### src/tes_pkg.sv
// Package for the triangle edge setup block: offsets, fields, types.
// Assumes a 32-bit register port with byte addresses.
package tes_pkg;
    localparam int unsigned TES_DATA_W = 32;
    localparam int unsigned TES_ADDR_W = 16;
    localparam int unsigned TES_ACC_W = 32;
    // Register offsets
    localparam logic [15:0] TES_OFF_B_SLOPE = 16'hB560;
    localparam logic [15:0] TES_OFF_B_END = 16'hB564;
    localparam logic [15:0] TES_OFF_A_SLOPE = 16'hB568;
    localparam logic [15:0] TES_OFF_A_END = 16'hB56C;
    localparam logic [15:0] TES_OFF_L_SLOPE = 16'hB570;
    localparam logic [15:0] TES_OFF_X_INIT = 16'hB574;
    localparam logic [15:0] TES_OFF_Y_INIT = 16'hB578;
    localparam logic [15:0] TES_OFF_COUNTS = 16'hB57C;
    localparam logic [15:0] TES_OFF_WALK = 16'hB580;
    localparam logic [15:0] TES_OFF_STAT = 16'hB584;
    localparam logic [15:0] TES_OFF_XL = 16'hB588;
    localparam logic [15:0] TES_OFF_XS = 16'hB58C;
    localparam logic [15:0] TES_OFF_YACC = 16'hB590;
    // Count register fields
    localparam int unsigned TES_CNT_W = 11;
    localparam int unsigned TES_CNT_B_LSB = 0;
    localparam int unsigned TES_CNT_A_LSB = 16;
    localparam int unsigned TES_DIR_BIT = 31;
    // Writable bits of the count register; reserved bits read zero
    localparam logic [31:0] TES_COUNTS_MASK = 32'h87FF07FF;
    // Y step of one scan line in S11.20
    localparam logic [31:0] TES_Y_STEP = 32'h00100000;
    // Reset value of the setup registers (contents undefined to software)
    localparam logic [31:0] TES_REG_RST = 32'h00000000;

    typedef enum logic [1:0] {
        TES_IDLE = 2'b00,
        TES_SIDE_A = 2'b01,
        TES_SIDE_B = 2'b10
    } tes_state_t;

    typedef struct packed {
        logic wr;
        logic rd;
        logic [TES_ADDR_W-1:0] addr;
        logic [TES_DATA_W-1:0] wdata;
    } tes_bus_req_t;
endpackage : tes_pkg

### src/tes_edge_setup.sv
// Triangle edge setup register bank with a scan line edge walker.
// Assumes a one-cycle strobe register port on core_clk; read data one
// cycle after the read strobe. Attribute and command logic live elsewhere.
`timescale 1ns/1ps
`default_nettype none
module tes_edge_setup
    import tes_pkg::*;
(
    input wire logic core_clk, // 20 MHz core clock
    input wire logic sys_rst, // Async reset, active high
    input wire tes_pkg::tes_bus_req_t bus_req, // Strobes, address, data
    output logic [tes_pkg::TES_DATA_W-1:0] rd_data, // Read data
    output logic walk_busy, // Edge walk in progress
    output logic line_valid, // One pulse per walked line
    output logic left_to_right, // Rendering direction
    output logic [tes_pkg::TES_ACC_W-1:0] long_x, // Side 02 edge X
    output logic [tes_pkg::TES_ACC_W-1:0] short_x, // Side 01/12 edge X
    output logic [tes_pkg::TES_ACC_W-1:0] cur_y // Current Y
);
    import tes_pkg::*;

    ////////////////////////////////////////////////////////////////////////
    // Setup registers
    logic [31:0] b_slope_r, b_slope_nxt;
    logic [31:0] b_end_r, b_end_nxt;
    logic [31:0] a_slope_r, a_slope_nxt;
    logic [31:0] a_end_r, a_end_nxt;
    logic [31:0] l_slope_r, l_slope_nxt;
    logic [31:0] x_init_r, x_init_nxt;
    logic [31:0] y_init_r, y_init_nxt;
    logic [31:0] counts_r, counts_nxt;
    logic [31:0] rd_data_r, rd_data_nxt;
    logic start_walk;
    logic [TES_CNT_W-1:0] cnt_a;
    logic [TES_CNT_W-1:0] cnt_b;

    // Field views of the count register
    assign cnt_b = counts_r[TES_CNT_B_LSB +: TES_CNT_W];
    assign cnt_a = counts_r[TES_CNT_A_LSB +: TES_CNT_W];

    // Write decode; a write of 1 to the walk offset starts a walk
    always_comb begin
        b_slope_nxt = b_slope_r;
        b_end_nxt = b_end_r;
        a_slope_nxt = a_slope_r;
        a_end_nxt = a_end_r;
        l_slope_nxt = l_slope_r;
        x_init_nxt = x_init_r;
        y_init_nxt = y_init_r;
        counts_nxt = counts_r;
        start_walk = 1'b0;
        if (bus_req.wr) begin
            case (bus_req.addr)
                TES_OFF_B_SLOPE: b_slope_nxt = bus_req.wdata;
                TES_OFF_B_END: b_end_nxt = bus_req.wdata;
                TES_OFF_A_SLOPE: a_slope_nxt = bus_req.wdata;
                TES_OFF_A_END: a_end_nxt = bus_req.wdata;
                TES_OFF_L_SLOPE: l_slope_nxt = bus_req.wdata;
                TES_OFF_X_INIT: x_init_nxt = bus_req.wdata;
                TES_OFF_Y_INIT: y_init_nxt = bus_req.wdata;
                TES_OFF_COUNTS: counts_nxt = bus_req.wdata & TES_COUNTS_MASK;
                TES_OFF_WALK: start_walk = bus_req.wdata[0];
                default: ;
            endcase
        end
    end

    // Read mux; unmapped offsets read zero
    always_comb begin
        rd_data_nxt = rd_data_r;
        if (bus_req.rd) begin
            case (bus_req.addr)
                TES_OFF_B_SLOPE: rd_data_nxt = b_slope_r;
                TES_OFF_B_END: rd_data_nxt = b_end_r;
                TES_OFF_A_SLOPE: rd_data_nxt = a_slope_r;
                TES_OFF_A_END: rd_data_nxt = a_end_r;
                TES_OFF_L_SLOPE: rd_data_nxt = l_slope_r;
                TES_OFF_X_INIT: rd_data_nxt = x_init_r;
                TES_OFF_Y_INIT: rd_data_nxt = y_init_r;
                TES_OFF_COUNTS: rd_data_nxt = counts_r;
                TES_OFF_STAT: rd_data_nxt = {30'h0, left_to_right, walk_busy};
                TES_OFF_XL: rd_data_nxt = long_x;
                TES_OFF_XS: rd_data_nxt = short_x;
                TES_OFF_YACC: rd_data_nxt = cur_y;
                default: rd_data_nxt = 32'h00000000;
            endcase
        end
    end

    // Register bank
    always_ff @(posedge core_clk or posedge sys_rst) begin
        if (sys_rst) begin
            b_slope_r <= TES_REG_RST;
            b_end_r <= TES_REG_RST;
            a_slope_r <= TES_REG_RST;
            a_end_r <= TES_REG_RST;
            l_slope_r <= TES_REG_RST;
            x_init_r <= TES_REG_RST;
            y_init_r <= TES_REG_RST;
            counts_r <= TES_REG_RST;
            rd_data_r <= TES_REG_RST;
        end else begin
            b_slope_r <= b_slope_nxt;
            b_end_r <= b_end_nxt;
            a_slope_r <= a_slope_nxt;
            a_end_r <= a_end_nxt;
            l_slope_r <= l_slope_nxt;
            x_init_r <= x_init_nxt;
            y_init_r <= y_init_nxt;
            counts_r <= counts_nxt;
            rd_data_r <= rd_data_nxt;
        end
    end

    assign rd_data = rd_data_r;

    ////////////////////////////////////////////////////////////////////////
    // Edge walker
    tes_state_t state_r, state_nxt;
    logic [TES_CNT_W-1:0] left_r, left_nxt;
    logic [31:0] y_r, y_nxt;
    logic line_r, line_nxt;
    logic dir_r, dir_nxt;
    logic acc_load;
    logic acc_step;
    logic short_load;
    logic [31:0] short_slope;
    logic busy_r, busy_nxt;

    // Walk sequence: side 01 lines first, then side 12 lines
    always_comb begin
        state_nxt = state_r;
        left_nxt = left_r;
        y_nxt = y_r;
        line_nxt = 1'b0;
        dir_nxt = dir_r;
        acc_load = 1'b0;
        acc_step = 1'b0;
        short_load = 1'b0;
        case (state_r)
            TES_IDLE: begin
                if (start_walk && (cnt_a != '0 || cnt_b != '0)) begin
                    acc_load = 1'b1;
                    short_load = 1'b1;
                    y_nxt = y_init_r;
                    dir_nxt = counts_r[TES_DIR_BIT];
                    if (cnt_a != '0) begin
                        state_nxt = TES_SIDE_A;
                        left_nxt = cnt_a;
                    end else begin
                        state_nxt = TES_SIDE_B;
                        left_nxt = cnt_b;
                    end
                end
            end
            TES_SIDE_A, TES_SIDE_B: begin
                acc_step = 1'b1;
                line_nxt = 1'b1;
                y_nxt = 32'(y_r + TES_Y_STEP);
                left_nxt = TES_CNT_W'(left_r - 1'b1);
                if (left_r == TES_CNT_W'(1)) begin
                    if (state_r == TES_SIDE_A && cnt_b != '0) begin
                        state_nxt = TES_SIDE_B;
                        left_nxt = cnt_b;
                    end else begin
                        state_nxt = TES_IDLE;
                    end
                end
            end
            default: state_nxt = TES_IDLE;
        endcase
        // Busy is registered so the output comes straight from a flop
        busy_nxt = (state_nxt != TES_IDLE);
    end

    // Walker registers
    always_ff @(posedge core_clk or posedge sys_rst) begin
        if (sys_rst) begin
            state_r <= TES_IDLE;
            left_r <= '0;
            y_r <= TES_REG_RST;
            line_r <= 1'b0;
            dir_r <= 1'b0;
            busy_r <= 1'b0;
        end else begin
            state_r <= state_nxt;
            left_r <= left_nxt;
            y_r <= y_nxt;
            line_r <= line_nxt;
            dir_r <= dir_nxt;
            busy_r <= busy_nxt;
        end
    end

    // Short edge uses the slope of the side being walked
    assign short_slope = (state_r == TES_SIDE_B) ? b_slope_r : a_slope_r;

    // Long edge accumulator, side 02
    tes_edge_acc #(.W(TES_ACC_W)) u_long_acc (
        .core_clk(core_clk),
        .sys_rst(sys_rst),
        .load(acc_load),
        .start(x_init_r),
        .step(acc_step),
        .slope(l_slope_r),
        .acc(long_x)
    );

    // Short edge accumulator, side 01 then 12
    tes_edge_acc #(.W(TES_ACC_W)) u_short_acc (
        .core_clk(core_clk),
        .sys_rst(sys_rst),
        .load(short_load),
        .start(x_init_r),
        .step(acc_step),
        .slope(short_slope),
        .acc(short_x)
    );

    assign walk_busy = busy_r;
    assign line_valid = line_r;
    assign left_to_right = dir_r;
    assign cur_y = y_r;
endmodule : tes_edge_setup
`default_nettype wire

### src/tes_edge_acc.sv
// One X edge accumulator in S11.20: load, then add a slope per step.
// Assumes load and step never come in the same cycle as each other.
`timescale 1ns/1ps
`default_nettype none
module tes_edge_acc #(
    parameter int unsigned W = 32
) (
    input wire logic core_clk, // Clock
    input wire logic sys_rst, // Async reset, high
    input wire logic load, // Load start value
    input wire logic [W-1:0] start, // Start value
    input wire logic step, // Add slope
    input wire logic [W-1:0] slope, // Signed slope
    output logic [W-1:0] acc // Accumulated value
);
    logic [W-1:0] acc_r;
    logic [W-1:0] acc_nxt;

    // Next value: load wins, else one signed add
    always_comb begin
        acc_nxt = acc_r;
        if (load) begin
            acc_nxt = start;
        end else if (step) begin
            acc_nxt = W'(acc_r + slope);
        end
    end

    // Register
    always_ff @(posedge core_clk or posedge sys_rst) begin
        if (sys_rst) begin
            acc_r <= '0;
        end else begin
            acc_r <= acc_nxt;
        end
    end

    assign acc = acc_r;
endmodule : tes_edge_acc
`default_nettype wire

### config.mk
export PLATFORM = sky130hd
export DESIGN_NAME = tes_edge_setup
export DESIGN_NICKNAME = d
export VERILOG_FILES = /design/src/tes_pkg.sv /design/src/tes_edge_setup.sv /design/src/tes_edge_acc.sv
export SDC_FILE = /design/constraint.sdc
export NUM_CORES = 1
export LEC_CHECK = 0
export ABC_AREA = 0
export BUFFER_PORTS_ARGS = -buffer_cell sky130_fd_sc_hd__buf_2
export CAP_MARGIN = 20
export CORE_ASPECT_RATIO = 0.7
export CORE_UTILIZATION = 45
export DETAILED_ROUTE_END_ITERATION = 10
export PLACE_DENSITY = 0.66
export SKIP_LAST_GASP = 1
export SLEW_MARGIN = 20
export SYNTH_ARGS = -nofsm -noshare
export SYNTH_HDL_FRONTEND = slang
export SYNTH_HIERARCHICAL = 1
export SYNTH_SLANG_ARGS = --single-unit
export TNS_END_PERCENT = 5
### constraint.sdc
create_clock -name core_clk -period 29.5 [get_ports core_clk]
set_clock_uncertainty 0.15 [all_clocks]
set_input_delay 5.9 -clock core_clk [delete_from_list [all_inputs] [get_ports core_clk]]
set_output_delay 5.9 -clock core_clk [all_outputs]
set_load 0.005 [all_outputs]
==> flow_summary_export.csv <==
group,metric,value,unit
synthesis,synth_area_per_cell,10.9,um^2
clock_tree,cts_buffers,42,
grt,grt_use_total,0.325,
synthesis,synth_seq_area_share,0.436,
synthesis,synth_seq_cells,391,
grt,use_met1,0.465,
grt,grtUsageMet2,0.473,
critical_path,critPathMaxStageDelay,0.69,ns
sta,rsz0062_at_grt,"no",
power,power_density,59.7,nW/um^2
route,first_pass_iters,8,
route,vias_per_cell,6.61,
run_status,status,"finished clean",
floorplan,ios,183,
clock_tree,insertion_delay,0.57,ns
critical_path,cp-start-kind,"input pin",
finish,drive_gt1_frac,0.290,
floorplan,rows,68,
clock_tree,holdBufCountCts,0,
placement,place_area,23900,um^2
synthesis,syn_area,22400,um^2
sta,setup_tns,0,ns
synthesis,ys_types,97,
clock_tree,clock_path_buffers,3,
grt,top_usage_layer,"met2",
critical_path,cpMaxStageDelayCell,"nor4b_2",
critical_path,crit_top_cell,"buf_4",
critical_path,cp.arrival,10.14,ns
critical_path,cp_data_required_time,29.78,ns
route,ant_nets,0,
grt,grt-ovfl-total,0,
grt,grt_use_met3,0.0791,
clock_tree,clk_pin_slew,0.06,ns
sta,tightest_slew,1.18,ns
critical_path,rr_worst_depth,14,
sta,relSlewSlack,0.213,
placement,dp.cells,2828,
sta,finalCritPeriodShare,0.334,
min_path,min_from,"rd_data[8]",
critical_path,timing.rr.end,"u_short_acc/acc[28]",
grt,grt_max_degree,122,
grt,antenna_found_initial,3,
run,max-cap-violations,0,
critical_path,cp-end-kind,"flip-flop",
sta,finalSetupViolCount,0,
synthesis,synth.most_common_cell,"dfrtp_1",
placement,port_buffers,182,
clock_tree,cts.repair.resized,0,
placement,gp_congestion,0.992,
route,drc,0,
critical_path,ff2ff_setup_slack,24.60,ns
clock_tree,clock-root-buffer,"clkbuf_16",
min_path,hold_path_class,"flip-flop to flip-flop",
min_path,whs_path_depth,1,
floorplan,die_y,189,um
sta,hold_viol,0,
synthesis,ys_warn_count,6,
critical_path,crit_family,"buffers and inverters",
critical_path,worstReg2RegStart,"state_r[0]",
floorplan,fp.dieArea,50800,um^2
clock_tree,post_cts_buffers,0,
grt,first_global_vias,18471,
sta,period_needed,9.86,ns
synthesis,postSynthCellCount,2061,
floorplan,die_w,269,um
placement,dpl.hpwl,57.6,mm
grt,grt_pass1_wl,122,mm
synthesis,synth_flop_cell,"dfrtp_1",
clock_tree,clkSinkCount,391,
synthesis,synth_edf_count,0,
route,vias,19216,
power,p_leak,12.0,nW
critical_path,path_cells,"buf_2, buf_4, nor4b_2, nand3_1, a211o_1, nor2_4, buf_4, buf_4, inv_1, nand2_1, nor2_1, o21ai_0, or3b_1",
clock_tree,cts_tree,"done",
power,peakVddDrop,0.0342,mV
synthesis,synthArstFlopShare,1.00,
synthesis,yosysTopAreaCell,"dfrtp_1",
synthesis,ys_top_cells_by_area,"dfrtp_1 44%, mux2_2 13%, ha_1 3.9%",
finish,post-route-cell-area,25400,um^2
critical_path,path_buf_inv,5,
route,finalWirelength,82.8,mm
route,routedWlPerCell,28.5,um
clock_tree,htreeDepth,2,
sta,fin_hold_ws,0.340,ns
critical_path,crit_type,"input pin to flip-flop",
floorplan,coreArea,49300,um^2
floorplan,initial_core_util,0.456,
sta,drv_slew,0,
sta,clock.fmax,0.101,GHz
synthesis,syn-num-nets,2185,
route,drt_iter0_markers,2539,
critical_path,cp_max_fo,72,
finish,syn_to_final_growth,13.0,%
min_path,holdPathEnd,"rd_data[8]",
finish,fin_cells,2906,
synthesis,synth_top_area_share,0.436,
finish,nets,2331,
synthesis,synthTopCellsByCount,"391 x dfrtp_1, 266 x mux2_2, 172 x nand2_1",
-- registers in the layout (all words and copies together) (netlist names) --
name,count
y_init_r,32
u_long_acc/acc,32
rd_data,32
a_slope_r,32
left_r,11
state_r,2
b_slope_r,32
b_end_r,32
left_to_right,1
x_init_r,32
line_valid,1
l_slope_r,32
a_end_r,32
counts_r,23
cur_y,32
u_short_acc/acc,32
walk_busy,1
-- placed cells by master, fill, tap and decap left out, types with 19 or more instances in the layout --
cell,count
nand3_1,40
inv_1,35
a21o_1,57
mux2_4,30
nor3_1,29
mux2i_1,46
xnor2_1,20
buf_2,183
and3_1,42
clkbuf_16,43
buf_4,32
a21oi_1,77
xor2_1,19
o21ai_0,78
nor2_1,67
a22oi_1,76
ha_1,68
a211oi_1,38
nand2_1,166
a222oi_1,46
dfrtp_1,391
o21ai_1,36
a31oi_1,25
mux2_2,266
-- metal layers --
metal	wire length, um	share of wire
met1	35300	0.43
met2	35000	0.42
met3	8940	0.11
met4	3560	0.043
met5	13	0.00016
-- report_power, final --
| part | internal, W | switching (W) | total, W |
|---|---|---|---|
| registers | 0.000568 | 0.0000607 | 0.000629 |
| logic | 0.000124 | 0.000210 | 0.000333 |
| clock network | 0.000310 | 0.000240 | 0.000551 |
-- worst reg2reg max path: stages, from the launching register on --
cell and delay [ns]:
dfrtp_1 0.44, inv_1 0.17, ha_2 0.19, buf_4 0.57
mux2_2 0.43, ha_1 0.25, fa_1 0.42, a21oi_1 0.36
o21ai_4 0.11, a2111oi_2 0.53, nor4_1 0.21, o211ai_1 0.33
a21oi_1 0.19, or3_1 0.40, nand3_1 0.08
-- kinds of logic after synthesis --
group           after synthesis  synth area share
fa+ha+maj                    72            0.0408
mux                         342             0.174
simple gates                489             0.117
compound gates              576             0.185
buf+inv                     152            0.0325
xor+xnor                     39            0.0152
flops                       391             0.436
-- area by class of cell --
class | instances | area, um^2
inverter | 39 | 154
antenna | 2 | 5.00
sequential | 391 | 9780
tap | 665 | 832
clock buffer | 54 | 1170
clock inverter | 22 | 241
fill | 4418 | 23900
timing repair buffer | 215 | 1160
multi-input combinational | 1518 | 12000
-- stage by stage --
step | power (W) | worst slack (ns) | util
after floorplan | 0.000841 | 14.40 | -
after global placement | 0.000956 | 19.29 | 0.486
after detailed placement | 0.000965 | 19.12 | 0.486
after CTS | 0.00151 | 19.76 | 0.514
after global routing | 0.00157 | 19.39 | 0.515
final | 0.00151 | 19.64 | 0.515
-- worst max-delay path by stage --
| stage | start | to | cells after the start |
|---|---|---|---|
| after floorplan | sys_rst | a_end_r[0] | 1 |
| after global placement | bus_req[36] | u_short_acc/acc[26] | 13 |
| after detailed placement | bus_req[36] | u_short_acc/acc[26] | 13 |
| after CTS | bus_req[36] | u_short_acc/acc[26] | 13 |
| after global routing | bus_req[36] | u_short_acc/acc[26] | 13 |
| final | bus_req[36] | u_short_acc/acc[26] | 13 |
No activity file was read; power rests on OpenSTA's default activity.
